===== src/core/sep_pkg.sv =====
// shared constants and types of the serial eeprom read and poll logic
package sep_pkg;

    localparam int unsigned ADDR_W      = 7;
    localparam int unsigned DEPTH       = 128;
    // device type code, value arbitrary
    localparam logic [3:0]  DEV_TYPE    = 4'h6;
    localparam logic [6:0]  PTR_RST     = 7'h00;
    localparam logic [7:0]  MEM_RST     = 8'hff;
    localparam int unsigned FILT_LEN    = 3;
    localparam logic [3:0]  BIT_LAST    = 4'h7;
    localparam logic [3:0]  BIT_FULL    = 4'h8;
    // self-timed programming time, default kept small for simulation
    localparam int unsigned PROG_CYC    = 1000;
    localparam logic [19:0] PROG_CNT    = 20'(PROG_CYC);

    typedef enum logic [2:0] {
        SEP_IDLE  = 3'b000,
        SEP_CTRL  = 3'b001,
        SEP_CACK  = 3'b011,
        SEP_ADDR  = 3'b010,
        SEP_WDAT  = 3'b110,
        SEP_RDAT  = 3'b111,
        SEP_RACK  = 3'b101,
        SEP_WACK  = 3'b100
    } sep_state_t;

    typedef struct packed {
        logic scl;
        logic sda;
    } sep_bus_t;

    typedef struct packed {
        logic scl_rise;
        logic scl_fall;
        logic start;
        logic stop;
    } sep_evt_t;

endpackage : sep_pkg


===== src/core/sep_eeprom.sv =====
// two-wire client: ack polling and current, random, sequential reads
`timescale 1ns/100ps
`default_nettype none
// How it works
// - no acknowledge of any byte while programming runs.
// - stop after a written data byte starts programming; polling may follow.
// - busy gives no acknowledge, finished gives acknowledge.
// - direction bit one selects read; three read forms supported.
// - pointer holds last accessed location plus one.
// - read control byte acknowledged, then pointer byte shifted out.
// - host no-acknowledge then stop ends read; data line released.
// - repeated start after address aborts write, pointer kept.
// - read control after repeated start sends byte at loaded address.
// - host acknowledge brings the next sequential byte.
// - pointer advances by one after each byte.
// - bus lines filtered of short spikes before decoding.
// - only four type bits matched; three bits ignored; last bit direction.
// - only seven low address bits loaded.
// - host no-acknowledge releases data line high.
module sep_eeprom (
    input  wire logic core_clk,
    input  wire logic reset_n,
    input  wire logic scl_in,
    input  wire logic sda_in,
    output var  logic sda_out_r,
    output var  logic sda_oe_n_r,
    output var  logic busy_r
);
    import sep_pkg::*;

    // ********************************
    // input conditioning
    // ********************************
    sep_bus_t line;
    sep_evt_t evt;
    sep_bus_t pin;

    // raw pins only; the filter stage owns both synchroniser flops
    assign pin = '{scl: scl_in, sda: sda_in};

    sep_filter u_filter (
        .core_clk (core_clk),
        .reset_n  (reset_n),
        .pin_in   (pin),
        .line_r   (line),
        .evt_r    (evt)
    );

    // ********************************
    // state
    // ********************************
    logic [7:0]        mem [DEPTH];
    sep_state_t        st_r, st_nxt;
    logic [3:0]        bit_r, bit_nxt;
    logic [7:0]        sh_r, sh_nxt;
    logic [ADDR_W-1:0] ptr_r, ptr_nxt;
    logic              drv_r, drv_nxt;
    logic              hack_r, hack_nxt;
    logic              wr_r, wr_nxt;
    logic [19:0]       prog_r, prog_nxt;
    logic              mwe;

    function automatic logic [ADDR_W-1:0] inc(input logic [ADDR_W-1:0] a);
        inc = ADDR_W'(a + 1'b1);
    endfunction : inc

    // states in which the host is sending and every clock rise is a bit
    function automatic logic is_rx(input sep_state_t s);
        is_rx = (s == SEP_CTRL) || (s == SEP_ADDR) || (s == SEP_WDAT);
    endfunction : is_rx

    // drive flag for the leading bit, then the rest of the byte to shift
    function automatic logic [8:0] load_byte(input logic [7:0] b);
        load_byte = {~b[7], b[6:0], 1'b0};
    endfunction : load_byte

    // ********************************
    // bit level decode
    // ********************************
    always_comb begin
        st_nxt   = st_r;
        bit_nxt  = bit_r;
        sh_nxt   = sh_r;
        ptr_nxt  = ptr_r;
        drv_nxt  = drv_r;
        hack_nxt = hack_r;
        wr_nxt   = wr_r;
        // counts down; the array is free again the cycle it hits zero
        prog_nxt = (prog_r != 20'h0) ? prog_r - 20'h1 : prog_r;
        mwe      = 1'b0;
        // a start always wins: the host may abort any transfer
        if (evt.start) begin
            // repeated start skips programming; bytes already stored stay, pointer stays
            st_nxt  = SEP_CTRL;
            bit_nxt = 4'h0;
            drv_nxt = 1'b0;
            wr_nxt  = 1'b0;
        end else if (evt.stop) begin
            // stop after a written byte starts programming
            if (wr_r) prog_nxt = PROG_CNT;
            wr_nxt  = 1'b0;
            st_nxt  = SEP_IDLE;
            drv_nxt = 1'b0;
        end else if (evt.scl_rise) begin
            if (is_rx(st_r)) begin
                sh_nxt  = {sh_r[6:0], line.sda};
                bit_nxt = bit_r + 4'h1;
            end
            if (st_r == SEP_RACK) hack_nxt = ~line.sda;
        end else if (evt.scl_fall) begin
            case (st_r)
                SEP_CTRL: if (bit_r == BIT_FULL) begin
                    // type bits only; busy means silence
                    if (sh_r[7:4] == DEV_TYPE && prog_r == 20'h0) begin
                        st_nxt  = SEP_CACK;
                        drv_nxt = 1'b1;
                    end else begin
                        st_nxt = SEP_IDLE;
                    end
                end
                SEP_CACK: begin
                    bit_nxt = 4'h0;
                    if (sh_r[0]) begin
                        st_nxt  = SEP_RDAT;
                        {drv_nxt, sh_nxt} = load_byte(mem[ptr_r]);
                        ptr_nxt = inc(ptr_r);
                    end else begin
                        st_nxt  = SEP_ADDR;
                        drv_nxt = 1'b0;
                    end
                end
                SEP_ADDR: if (bit_r == BIT_FULL) begin
                    ptr_nxt = sh_r[ADDR_W-1:0];
                    st_nxt  = SEP_WACK;
                    drv_nxt = 1'b1;
                end
                SEP_WDAT: if (bit_r == BIT_FULL) begin
                    mwe     = 1'b1;
                    wr_nxt  = 1'b1;
                    ptr_nxt = inc(ptr_r);
                    st_nxt  = SEP_WACK;
                    drv_nxt = 1'b1;
                end
                SEP_WACK: begin
                    // host resumes driving; let go before its next bit
                    st_nxt  = SEP_WDAT;
                    bit_nxt = 4'h0;
                    drv_nxt = 1'b0;
                end
                SEP_RDAT: begin
                    // release after the last bit: the host owns the ack slot
                    if (bit_r == BIT_LAST) begin
                        st_nxt  = SEP_RACK;
                        drv_nxt = 1'b0;
                    end else begin
                        drv_nxt = ~sh_r[7];
                        sh_nxt  = {sh_r[6:0], 1'b0};
                        bit_nxt = bit_r + 4'h1;
                    end
                end
                SEP_RACK: begin
                    bit_nxt = 4'h0;
                    if (hack_r) begin
                        st_nxt  = SEP_RDAT;
                        {drv_nxt, sh_nxt} = load_byte(mem[ptr_r]);
                        ptr_nxt = inc(ptr_r);
                    end else begin
                        st_nxt  = SEP_IDLE;
                        drv_nxt = 1'b0;
                    end
                end
                default: st_nxt = st_r;
            endcase
        end
    end

    // ********************************
    // byte store
    // ********************************
    // minimal byte store so pointer writes and reads have data behind them
    always_ff @(posedge core_clk) begin
        if (mwe) mem[ptr_r] <= sh_r;
    end

    // ********************************
    // registers
    // ********************************
    // outputs come straight from flops; no logic after them
    always_ff @(posedge core_clk or negedge reset_n) begin
        if (!reset_n) begin
            st_r       <= SEP_IDLE;
            bit_r      <= 4'h0;
            sh_r       <= 8'h00;
            ptr_r      <= PTR_RST;
            drv_r      <= 1'b0;
            hack_r     <= 1'b0;
            wr_r       <= 1'b0;
            prog_r     <= 20'h0;
            sda_out_r  <= 1'b0;
            sda_oe_n_r <= 1'b1;
            busy_r     <= 1'b0;
        end else begin
            st_r       <= st_nxt;
            bit_r      <= bit_nxt;
            sh_r       <= sh_nxt;
            ptr_r      <= ptr_nxt;
            drv_r      <= drv_nxt;
            hack_r     <= hack_nxt;
            wr_r       <= wr_nxt;
            prog_r     <= prog_nxt;
            sda_out_r  <= 1'b0;
            // open drain: pull low only, released otherwise
            sda_oe_n_r <= ~drv_nxt;
            busy_r     <= (prog_nxt != 20'h0);
        end
    end
endmodule : sep_eeprom
`default_nettype wire


===== src/core/sep_filter.sv =====
// glitch filter and edge finder for the two bus lines
`timescale 1ns/100ps
`default_nettype none
module sep_filter (
    input  wire logic              core_clk,
    input  wire logic              reset_n,
    input  wire sep_pkg::sep_bus_t pin_in,
    output var  sep_pkg::sep_bus_t line_r,
    output var  sep_pkg::sep_evt_t evt_r
);
    import sep_pkg::*;

    sep_bus_t s1_r, s2_r, lnxt;
    sep_evt_t enxt;
    logic [FILT_LEN-1:0] hs_r, hd_r, hs_nxt, hd_nxt;

    always_comb begin
        hs_nxt = {hs_r[FILT_LEN-2:0], s2_r.scl};
        hd_nxt = {hd_r[FILT_LEN-2:0], s2_r.sda};
        lnxt   = line_r;
        // spikes shorter than the window never reach the line state
        if (&hs_nxt) lnxt.scl = 1'b1;
        if (~|hs_nxt) lnxt.scl = 1'b0;
        if (&hd_nxt) lnxt.sda = 1'b1;
        if (~|hd_nxt) lnxt.sda = 1'b0;
        enxt.scl_rise = lnxt.scl & ~line_r.scl;
        enxt.scl_fall = ~lnxt.scl & line_r.scl;
        enxt.start = line_r.scl & lnxt.scl & line_r.sda & ~lnxt.sda;
        enxt.stop  = line_r.scl & lnxt.scl & ~line_r.sda & lnxt.sda;
    end

    always_ff @(posedge core_clk or negedge reset_n) begin
        if (!reset_n) begin
            s1_r   <= '1;
            s2_r   <= '1;
            hs_r   <= '1;
            hd_r   <= '1;
            line_r <= '1;
            evt_r  <= '0;
        end else begin
            s1_r   <= pin_in;
            s2_r   <= s1_r;
            hs_r   <= hs_nxt;
            hd_r   <= hd_nxt;
            line_r <= lnxt;
            evt_r  <= enxt;
        end
    end
endmodule : sep_filter
`default_nettype wire


===== config.mk =====
export PLATFORM = sky130hd
export DESIGN_NAME = sep_eeprom
export DESIGN_NICKNAME = d
export VERILOG_FILES = /design/src/core/sep_pkg.sv /design/src/core/sep_eeprom.sv /design/src/core/sep_filter.sv
export SDC_FILE = /design/constraint.sdc
export NUM_CORES = 1
export LEC_CHECK = 0
export BUFFER_PORTS_ARGS = -buffer_cell sky130_fd_sc_hd__buf_2
export CAP_MARGIN = 20
export CORE_MARGIN = 5
export CORE_UTILIZATION = 27
export DETAILED_ROUTE_END_ITERATION = 12
export HOLD_SLACK_MARGIN = 0.15
export PLACE_DENSITY = 0.45
export SYNTH_ARGS = -nofsm -noshare
export SYNTH_HDL_FRONTEND = slang
export SYNTH_SLANG_ARGS = --single-unit
export TNS_END_PERCENT = 20

===== constraint.sdc =====
create_clock -name core_clk -period 5.7 [get_ports core_clk]
set_input_delay 1.71 -clock core_clk [delete_from_list [all_inputs] [get_ports core_clk]]
set_output_delay 1.71 -clock core_clk [all_outputs]
set_load 0.02 [all_outputs]

==> out/results.ini, run 1 <==
[synthesis]
synth_compound_area_share_pct = 11.3
synth-main-ff-cell = edfxtp_1
synthMuxAreaShare_pct = 5.47
yosys.cell_count.top_type = edfxtp_1
synth-simple-area-share_pct = 5.50
synthXorXnorAreaFrac_pct = 0.287
synthTopCellsByArea = edfxtp_1 (72%), dfrtp_1 (2.9%), mux2_2 (2.3%), a22oi_1 (2.1%), nor2_1 (2.0%)
syn_area_sq_um = 42800
synthCells = 2682
synth-seq-cells = 1085
synth_edf_count = 1024
synthTopCellsByCount = edfxtp_1 (1024), nor2_1 (228), a21oi_1 (147), clkbuf_1 (128), a22oi_1 (121)
ys_seq_area_share_pct = 75.5
yosysTopAreaCell = edfxtp_1
async_flop_share_pct = 5.62
syn_area_per_cell_sq_um = 15.9
synth.distinct_cells = 77
synth_fa_ha_area_share_pct = 0.146
synth_top_area_share_pct = 71.9
syn-num-nets = 2691
synth_top_family_by_area = compound AO/OA/AOI/OAI gates
yosysWarnings = 0

[cells_and_area]
syn2layout_area_growth_pct = 14.8
postLayoutCellArea_sq_um = 49100
instances_no_fill = 4880
seq_area_sq_um = 32300
fin_util_pct = 31.1
nets = 2721
layout-drive-gt1-share_pct = 14.9
nFillCells = 15474
multiInputGateArea_sq_um = 9800

[critical_path]
cp_data_arrival_time_ns = 4.70
startpoint_type = flip-flop
cp.required_ns = 6.34
endpoint_kind = flip-flop
regToRegSetupSlack_ns = 1.64
path_class = flip-flop to flip-flop
cp_max_fo = 62

[clocking]
cts.repair.resized = 0
postCtsSetupBuffers = 0
postCtsHoldBufs = 0
cts_made_buffers = 112
cts_sinks = 1085
cts_root_buf = clkbuf_16
cts_tree = done
htreeDepth = 3
cts_buffer_depth = 3
path_clk_slew_ns = 0.06
clk_latency_ns = 0.75

[timing]
fin_setup_tns_ns = 0
worst_slack_ns = 1.64
setup_viol = 0
skew_ns = 0.0370
timing.fmax_ghz = 0.246
slew_headroom_pct = 19.7
rsz0062_at_grt = no
hold_ws_ns = 0.357
finalHoldViolCount = 0
post-route-min-period_ns = 4.06
worst_pin_slew_ns = 1.20
slew_violations = 0
finalCritPeriodShare_pct = 71.2

[detailed_routing]
viasPerCell = 5.24
drcViolationCount = 0
avgRoutedWirePerCell_um = 29.6
firstDrtPassIters = 5
drt-initial-drc-count = 2977
ant_nets = 0
vias = 25557
wl_mm = 144

[flow_run]
drv_cap = 0

[floorplan]
fp-row-count = 146
die_y_um = 408
die_area_sq_um = 166000
start_util_pct = 27.1
core_sq_um = 158000
io_pins = 7
die_w_um = 408

[placed_design]
hpwlAfterDp_mm = 86.8
placed_area_sq_um = 45500
placedCellCount = 4667
portBuffers = 5
dp_slack_ns = 1.66
gp_congestion = 0.819

[power]
total_power_mw = 16.6
power.density_nw_per_um2 = 339
ir_drop_mv = 0.231
power_leakage_nw = 14.7

[global_routing]
grt_max_degree = 81
grt_antenna_before_repair = 4
grt_pass1_wl_mm = 202
use_met2_pct = 26.3
grt_use_total_pct = 16.8
grt_pass1_vias = 24945
grtUsageMet1_pct = 23.0
use_met3_pct = 4.26
grt-ovfl-total = 0
grt.busiest_layer = met2

[worst_hold_path]
hp-class = flip-flop to flip-flop

[outcome]
status = completed

==> worst max-delay path, cell delays in order, from the launching register on <==
cell and delay, ns:
dfrtp_4 0.83, buf_12 0.47, and2_1 0.58, buf_4 0.46, a221oi_1 0.14, o211ai_1 0.24
nand2_1 0.15, nor4_1 0.69, nor3_1 0.15, a21oi_1 0.16
==> logic make-up after synthesis <==
kind of cell,count (synthesis)
DFF,1085
AOI/OAI and AO/OA,682
and+or+nand+nor,505
muxes,195
buffers and inverters,195
xor gates and xnor gates,14
adders and majority gates,5
other,1
==> placed cells by master, fill, tap and decap left out, types with 12 or more instances in the layout <==
| cell type | count |
|---|---|
| a22oi_1 | 121 |
| edfxtp_1 | 1024 |
| a211oi_1 | 15 |
| a21oi_1 | 147 |
| mux4_2 | 22 |
| o2bb2ai_1 | 13 |
| inv_1 | 16 |
| clkinv_1 | 23 |
| mux2i_1 | 84 |
| buf_4 | 74 |
| nor2_1 | 226 |
| o211ai_1 | 23 |
| nor3_1 | 19 |
| nand3_1 | 22 |
| clkbuf_1 | 28 |
| a221oi_1 | 92 |
| dfrtp_1 | 38 |
| clkinv_2 | 28 |
| clkbuf_16 | 113 |
| a221o_1 | 37 |
| nand2_1 | 116 |
| a22o_1 | 31 |
| a31oi_1 | 25 |
| o21ai_0 | 93 |
| nor4_1 | 12 |
| mux2_2 | 89 |
==> final timing paths <==
check / startpoint / end / cells after the start
setup / recovery: ptr_r[2] / sh_r[5] / 9
hold / removal: u_filter.s1_r[0] / u_filter.hd_nxt[0] / 0
setup reg to reg: ptr_r[2] / sh_r[5] / 9
hold reg to reg: u_filter.s1_r[0] / u_filter.hd_nxt[0] / 0
max in group asynchronous: reset_n / u_filter.hd_nxt[0] / 2
min in group asynchronous: reset_n / bit_r[2] / 1
==> area by class of cell <==
type	instances	area share, %
flip-flops and latches	1085	65.9
diodes	2	0.0102
inverters	19	0.148
clock buffers	142	6.00
repair buffers	92	1.55
well taps	2072	5.28
multi-input cells	1402	20.0
clock inverters	66	1.17
==> report_power, final <==
group | internal [mW] | total, mW | switching, mW
clock network | 4.02 | 7.21 | 3.20
logic | 0.0550 | 0.321 | 0.266
registers | 8.93 | 9.11 | 0.185
total | 13.0 | 16.6 | 3.65
==> state kept, by name, summed over array words and instances (netlist names) <==
signal           count
u_filter.hs_nxt      1
u_filter.hd_nxt      1
ptr_r                7
drv_r                1
wr_r                 1
st_r                 3
u_filter.s1_r        2
bit_r                4
u_filter.evt_r       4
sda_oe_n_r           1
sh_r                 8
u_filter.hd_r        2
hack_r               1
u_filter.hs_r        2
busy_r               1
u_filter.line_r      2
mem               1024
prog_r              20
==> per-layer routing <==
metal | wire [um] | part of all wire, % | vias up
met2 | 66000 | 46 | 989
met3 | 10900 | 7.6 | 241
met4 | 4800 | 3.3 | 4
met5 | 27 | 0.019 | -
met1 | 62500 | 43 | 13482
li1 | - | - | 10841
Power figures use the tool's default switching activity.
==> run 2: changes to the inputs <==
ABC_AREA = 1   (was unset)
clock period = 4 ns   (was 5.7 ns; I/O delays follow)
==> out/results.ini, run 2 <==
[critical_path]
cp_max_fo = 93  ; was 62
ff2ff_path_depth = 14  ; was 9
cp_data_arrival_time_ns = 3.78  ; was 4.70 ns
rr_startpoint = ptr_r[0]  ; was ptr_r[2]
path_class = flip-flop to flip-flop  ; unchanged
rr_endpoint = drv_r  ; was sh_r[5]
crit_path_end = drv_r  ; was sh_r[5]
startpoint_type = flip-flop  ; unchanged
regToRegSetupSlack_ns = 0.88  ; was 1.64 ns
startpoint = ptr_r[0]  ; was ptr_r[2]
endpoint_kind = flip-flop  ; unchanged
cp.required_ns = 4.67  ; was 6.34 ns

[synthesis]
synth_edf_count = 1024  ; unchanged
syn_area_sq_um = 46500  ; was 42800 sq um
yosysWarnings = 0  ; unchanged
synthTopCellsByArea = edfxtp_1 (66%), nand2_1 (20%), dfrtp_1 (2.7%), nor2_1 (2.4%), inv_1 (1.3%)  ; was edfxtp_1 (72%), dfrtp_1 (2.9%), mux2_2 (2.3%), a22oi_1 (2.1%), nor2_1 (2.0%)
synth-seq-cells = 1085  ; unchanged
synthCells = 4641  ; was 2682
synth_top_area_share_pct = 66.2  ; was 71.9%
yosys.cell_count.top_type = nand2_1  ; was edfxtp_1
synth-main-ff-cell = edfxtp_1  ; unchanged
syn-num-nets = 4650  ; was 2691
yosysTopAreaCell = edfxtp_1  ; unchanged
synthTopCellsByCount = nand2_1 (2518), edfxtp_1 (1024), nor2_1 (292), inv_1 (156), nand3_1 (109)  ; was edfxtp_1 (1024), nor2_1 (228), a21oi_1 (147), clkbuf_1 (128), a22oi_1 (121)
syn_area_per_cell_sq_um = 10.0  ; was 15.9 sq um
async_flop_share_pct = 5.62  ; unchanged
ys_seq_area_share_pct = 69.5  ; was 75.5%
synth.distinct_cells = 40  ; was 77

[timing]
finalCritPeriodShare_pct = 77.9  ; was 71.2%
finalHoldViolCount = 0  ; unchanged
rsz0062_at_grt = no  ; unchanged
hold_ws_ns = 0.360  ; was 0.357 ns
skew_ns = 0.0413  ; was 0.0370 ns
post-route-min-period_ns = 3.12  ; was 4.06 ns
slew_headroom_pct = 31.1  ; was 19.7%
fin_setup_tns_ns = 0  ; unchanged
worst_slack_ns = 0.885  ; was 1.64 ns
timing.fmax_ghz = 0.321  ; was 0.246 GHz
setup_viol = 0  ; unchanged
slew_violations = 0  ; unchanged
worst_pin_slew_ns = 1.03  ; was 1.20 ns

[detailed_routing]
firstDrtPassIters = 5  ; unchanged
drcViolationCount = 0  ; unchanged
viasPerCell = 4.42  ; was 5.24
drt-initial-drc-count = 2376  ; was 2977
routed-wl-met3_mm = 6.33  ; was 10.9 mm
wl_mm = 136  ; was 144 mm
avgRoutedWirePerCell_um = 19.2  ; was 29.6 um
dr.max_layer_used = met4  ; was met5
route.met2.wl_mm = 65.0  ; was 66.0 mm
vias = 31439  ; was 25557
met1_length_mm = 62.1  ; was 62.5 mm
ant_nets = 0  ; unchanged

[floorplan]
die_area_sq_um = 180000  ; was 166000 sq um
core_sq_um = 171000  ; was 158000 sq um
io_pins = 7  ; unchanged
die_y_um = 425  ; was 408 um
die_w_um = 425  ; was 408 um
fp-row-count = 152  ; was 146
start_util_pct = 27.1  ; about the same

[cells_and_area]
regMostFlops = mem  ; unchanged
nets = 4705  ; was 2721
diodes = 0  ; was 2
instances_no_fill = 7109  ; was 4880
syn2layout_area_growth_pct = 15.5  ; was 14.8%
fin_util_pct = 31.3  ; was 31.1%
final_common_cell = nand2_1  ; was edfxtp_1
layout-drive-gt1-share_pct = 7.58  ; was 14.9%
layout_common_cells = nand2_1 (2518), edfxtp_1 (1024), nor2_1 (286)  ; was edfxtp_1 (1024), nor2_1 (226), a21oi_1 (147)
top_regs = mem: 1024 flops, prog_r: 20 flops, sh_r: 8 flops  ; unchanged
largest_reg_flops = 1024  ; unchanged
postLayoutCellArea_sq_um = 53700  ; was 49100 sq um
nFillCells = 17602  ; was 15474

[placed_design]
placed_area_sq_um = 49800  ; was 45500 sq um
placedCellCount = 6884  ; was 4667
hpwlAfterDp_mm = 77.6  ; was 86.8 mm
gp_congestion = 0.796  ; was 0.819
portBuffers = 5  ; unchanged
dp_slack_ns = 0.914  ; was 1.66 ns

[clocking]
cts_root_buf = clkbuf_16  ; unchanged
path_clk_slew_ns = 0.06  ; about the same
clk_latency_ns = 0.74  ; was 0.75 ns
cts_tree = done  ; unchanged
cts.repair.resized = 0  ; unchanged
cts_sinks = 1085  ; unchanged
cts_buffer_depth = 3  ; unchanged
postCtsSetupBuffers = 0  ; unchanged
cts_made_buffers = 119  ; was 112
postCtsHoldBufs = 0  ; unchanged
htreeDepth = 3  ; unchanged

[worst_hold_path]
hp-class = flip-flop to flip-flop  ; unchanged
hp-start = u_filter.s1_r[1]  ; was u_filter.s1_r[0]
min_path_cells = 0  ; unchanged

[global_routing]
grt_use_total_pct = 14.8  ; was 16.8%
grt_antenna_before_repair = 4  ; unchanged
grt_pass1_wl_mm = 203  ; was 202 mm
grt_pass1_vias = 30559  ; was 24945
grt-ovfl-total = 0  ; unchanged
grt_max_degree = 156  ; was 81

[power]
power.density_nw_per_um2 = 601  ; was 339 nW/um^2
ir_drop_mv = 0.477  ; was 0.231 mV
power_leakage_nw = 21.5  ; was 14.7 nW
total_power_mw = 32.2  ; was 16.6 mW

[flow_run]
drv_cap = 0  ; unchanged

[outcome]
status = completed  ; unchanged

## run 2: cell types whose count changed in the layout (fill, tap and decap cells not counted), sizes merged, moves of 84 or more
cell / delta
mux2i: -84
nand3: +87
a22oi: -117
inv: +145
nand2: +2402
a221oi: -92
mux2: -89
## run 2: report_power, final
group          total, mW  internal, mW  switching [mW]
Combinational       6.86          1.62            5.23
Sequential          14.5          13.8           0.780
Clock               10.8          6.19            4.65
Total               32.2          21.6            10.7
## run 2: metal layers
layer / track usage, % / vias up
met5: 0 / -
li1: - / 15284
met1: 20.4 / 15305
met3: 1.92 / 163
met2: 24.8 / 687
met4: 3.70 / 0
## run 2: worst min-delay path by stage
stage	to	slack (ns)
6_report	u_filter.hs_nxt[0]	0.36
5_1_grt	u_filter.hs_nxt[0]	0.37
4_1_cts	u_filter.hd_nxt[0]	0.36
3_5_place_dp	u_filter.hs_nxt[0]	0.36
3_3_place_gp	u_filter.hs_nxt[0]	0.35
2_1_floorplan	u_filter.hd_nxt[0]	0.35
## run 2: area by class of cell
cell class / count / area (sq um) / share of cell area, %
flip-flops and latches: 1085 / 32300 / 60.3
repair buffers: 146 / 1340 / 2.50
clock inverters: 84 / 706 / 1.32
inverters: 163 / 629 / 1.17
multi-input cells: 3181 / 12600 / 23.6
clock buffers: 140 / 3120 / 5.81
well taps: 2310 / 2890 / 5.39
## run 2: logic make-up (layout without fill, tap and decap cells)
family	after synthesis	after routing	share of synthesized area, %
simple gates	2965	2965	24.5
flops	1085	1085	69.5
buf+inv	375	533	3.36
compound gates	201	201	2.28
xor+xnor	9	9	0.170
fa+ha+maj	5	5	0.135
other cells	1	1	0.00807
## run 2: critical path: stages, from the launching register on
cell	delay, ns
dfrtp_4	0.58
inv_8	0.47
buf_12	0.41
nand2_1	0.09
nand3_1	0.10
nand2_1	0.08
nor2_1	0.23
nor2_1	0.07
nor2_1	0.28
nand2_1	0.08
nand2_1	0.06
nand2_1	0.11
nor2_1	0.13
nand2_1	0.13
a21oi_1	0.14
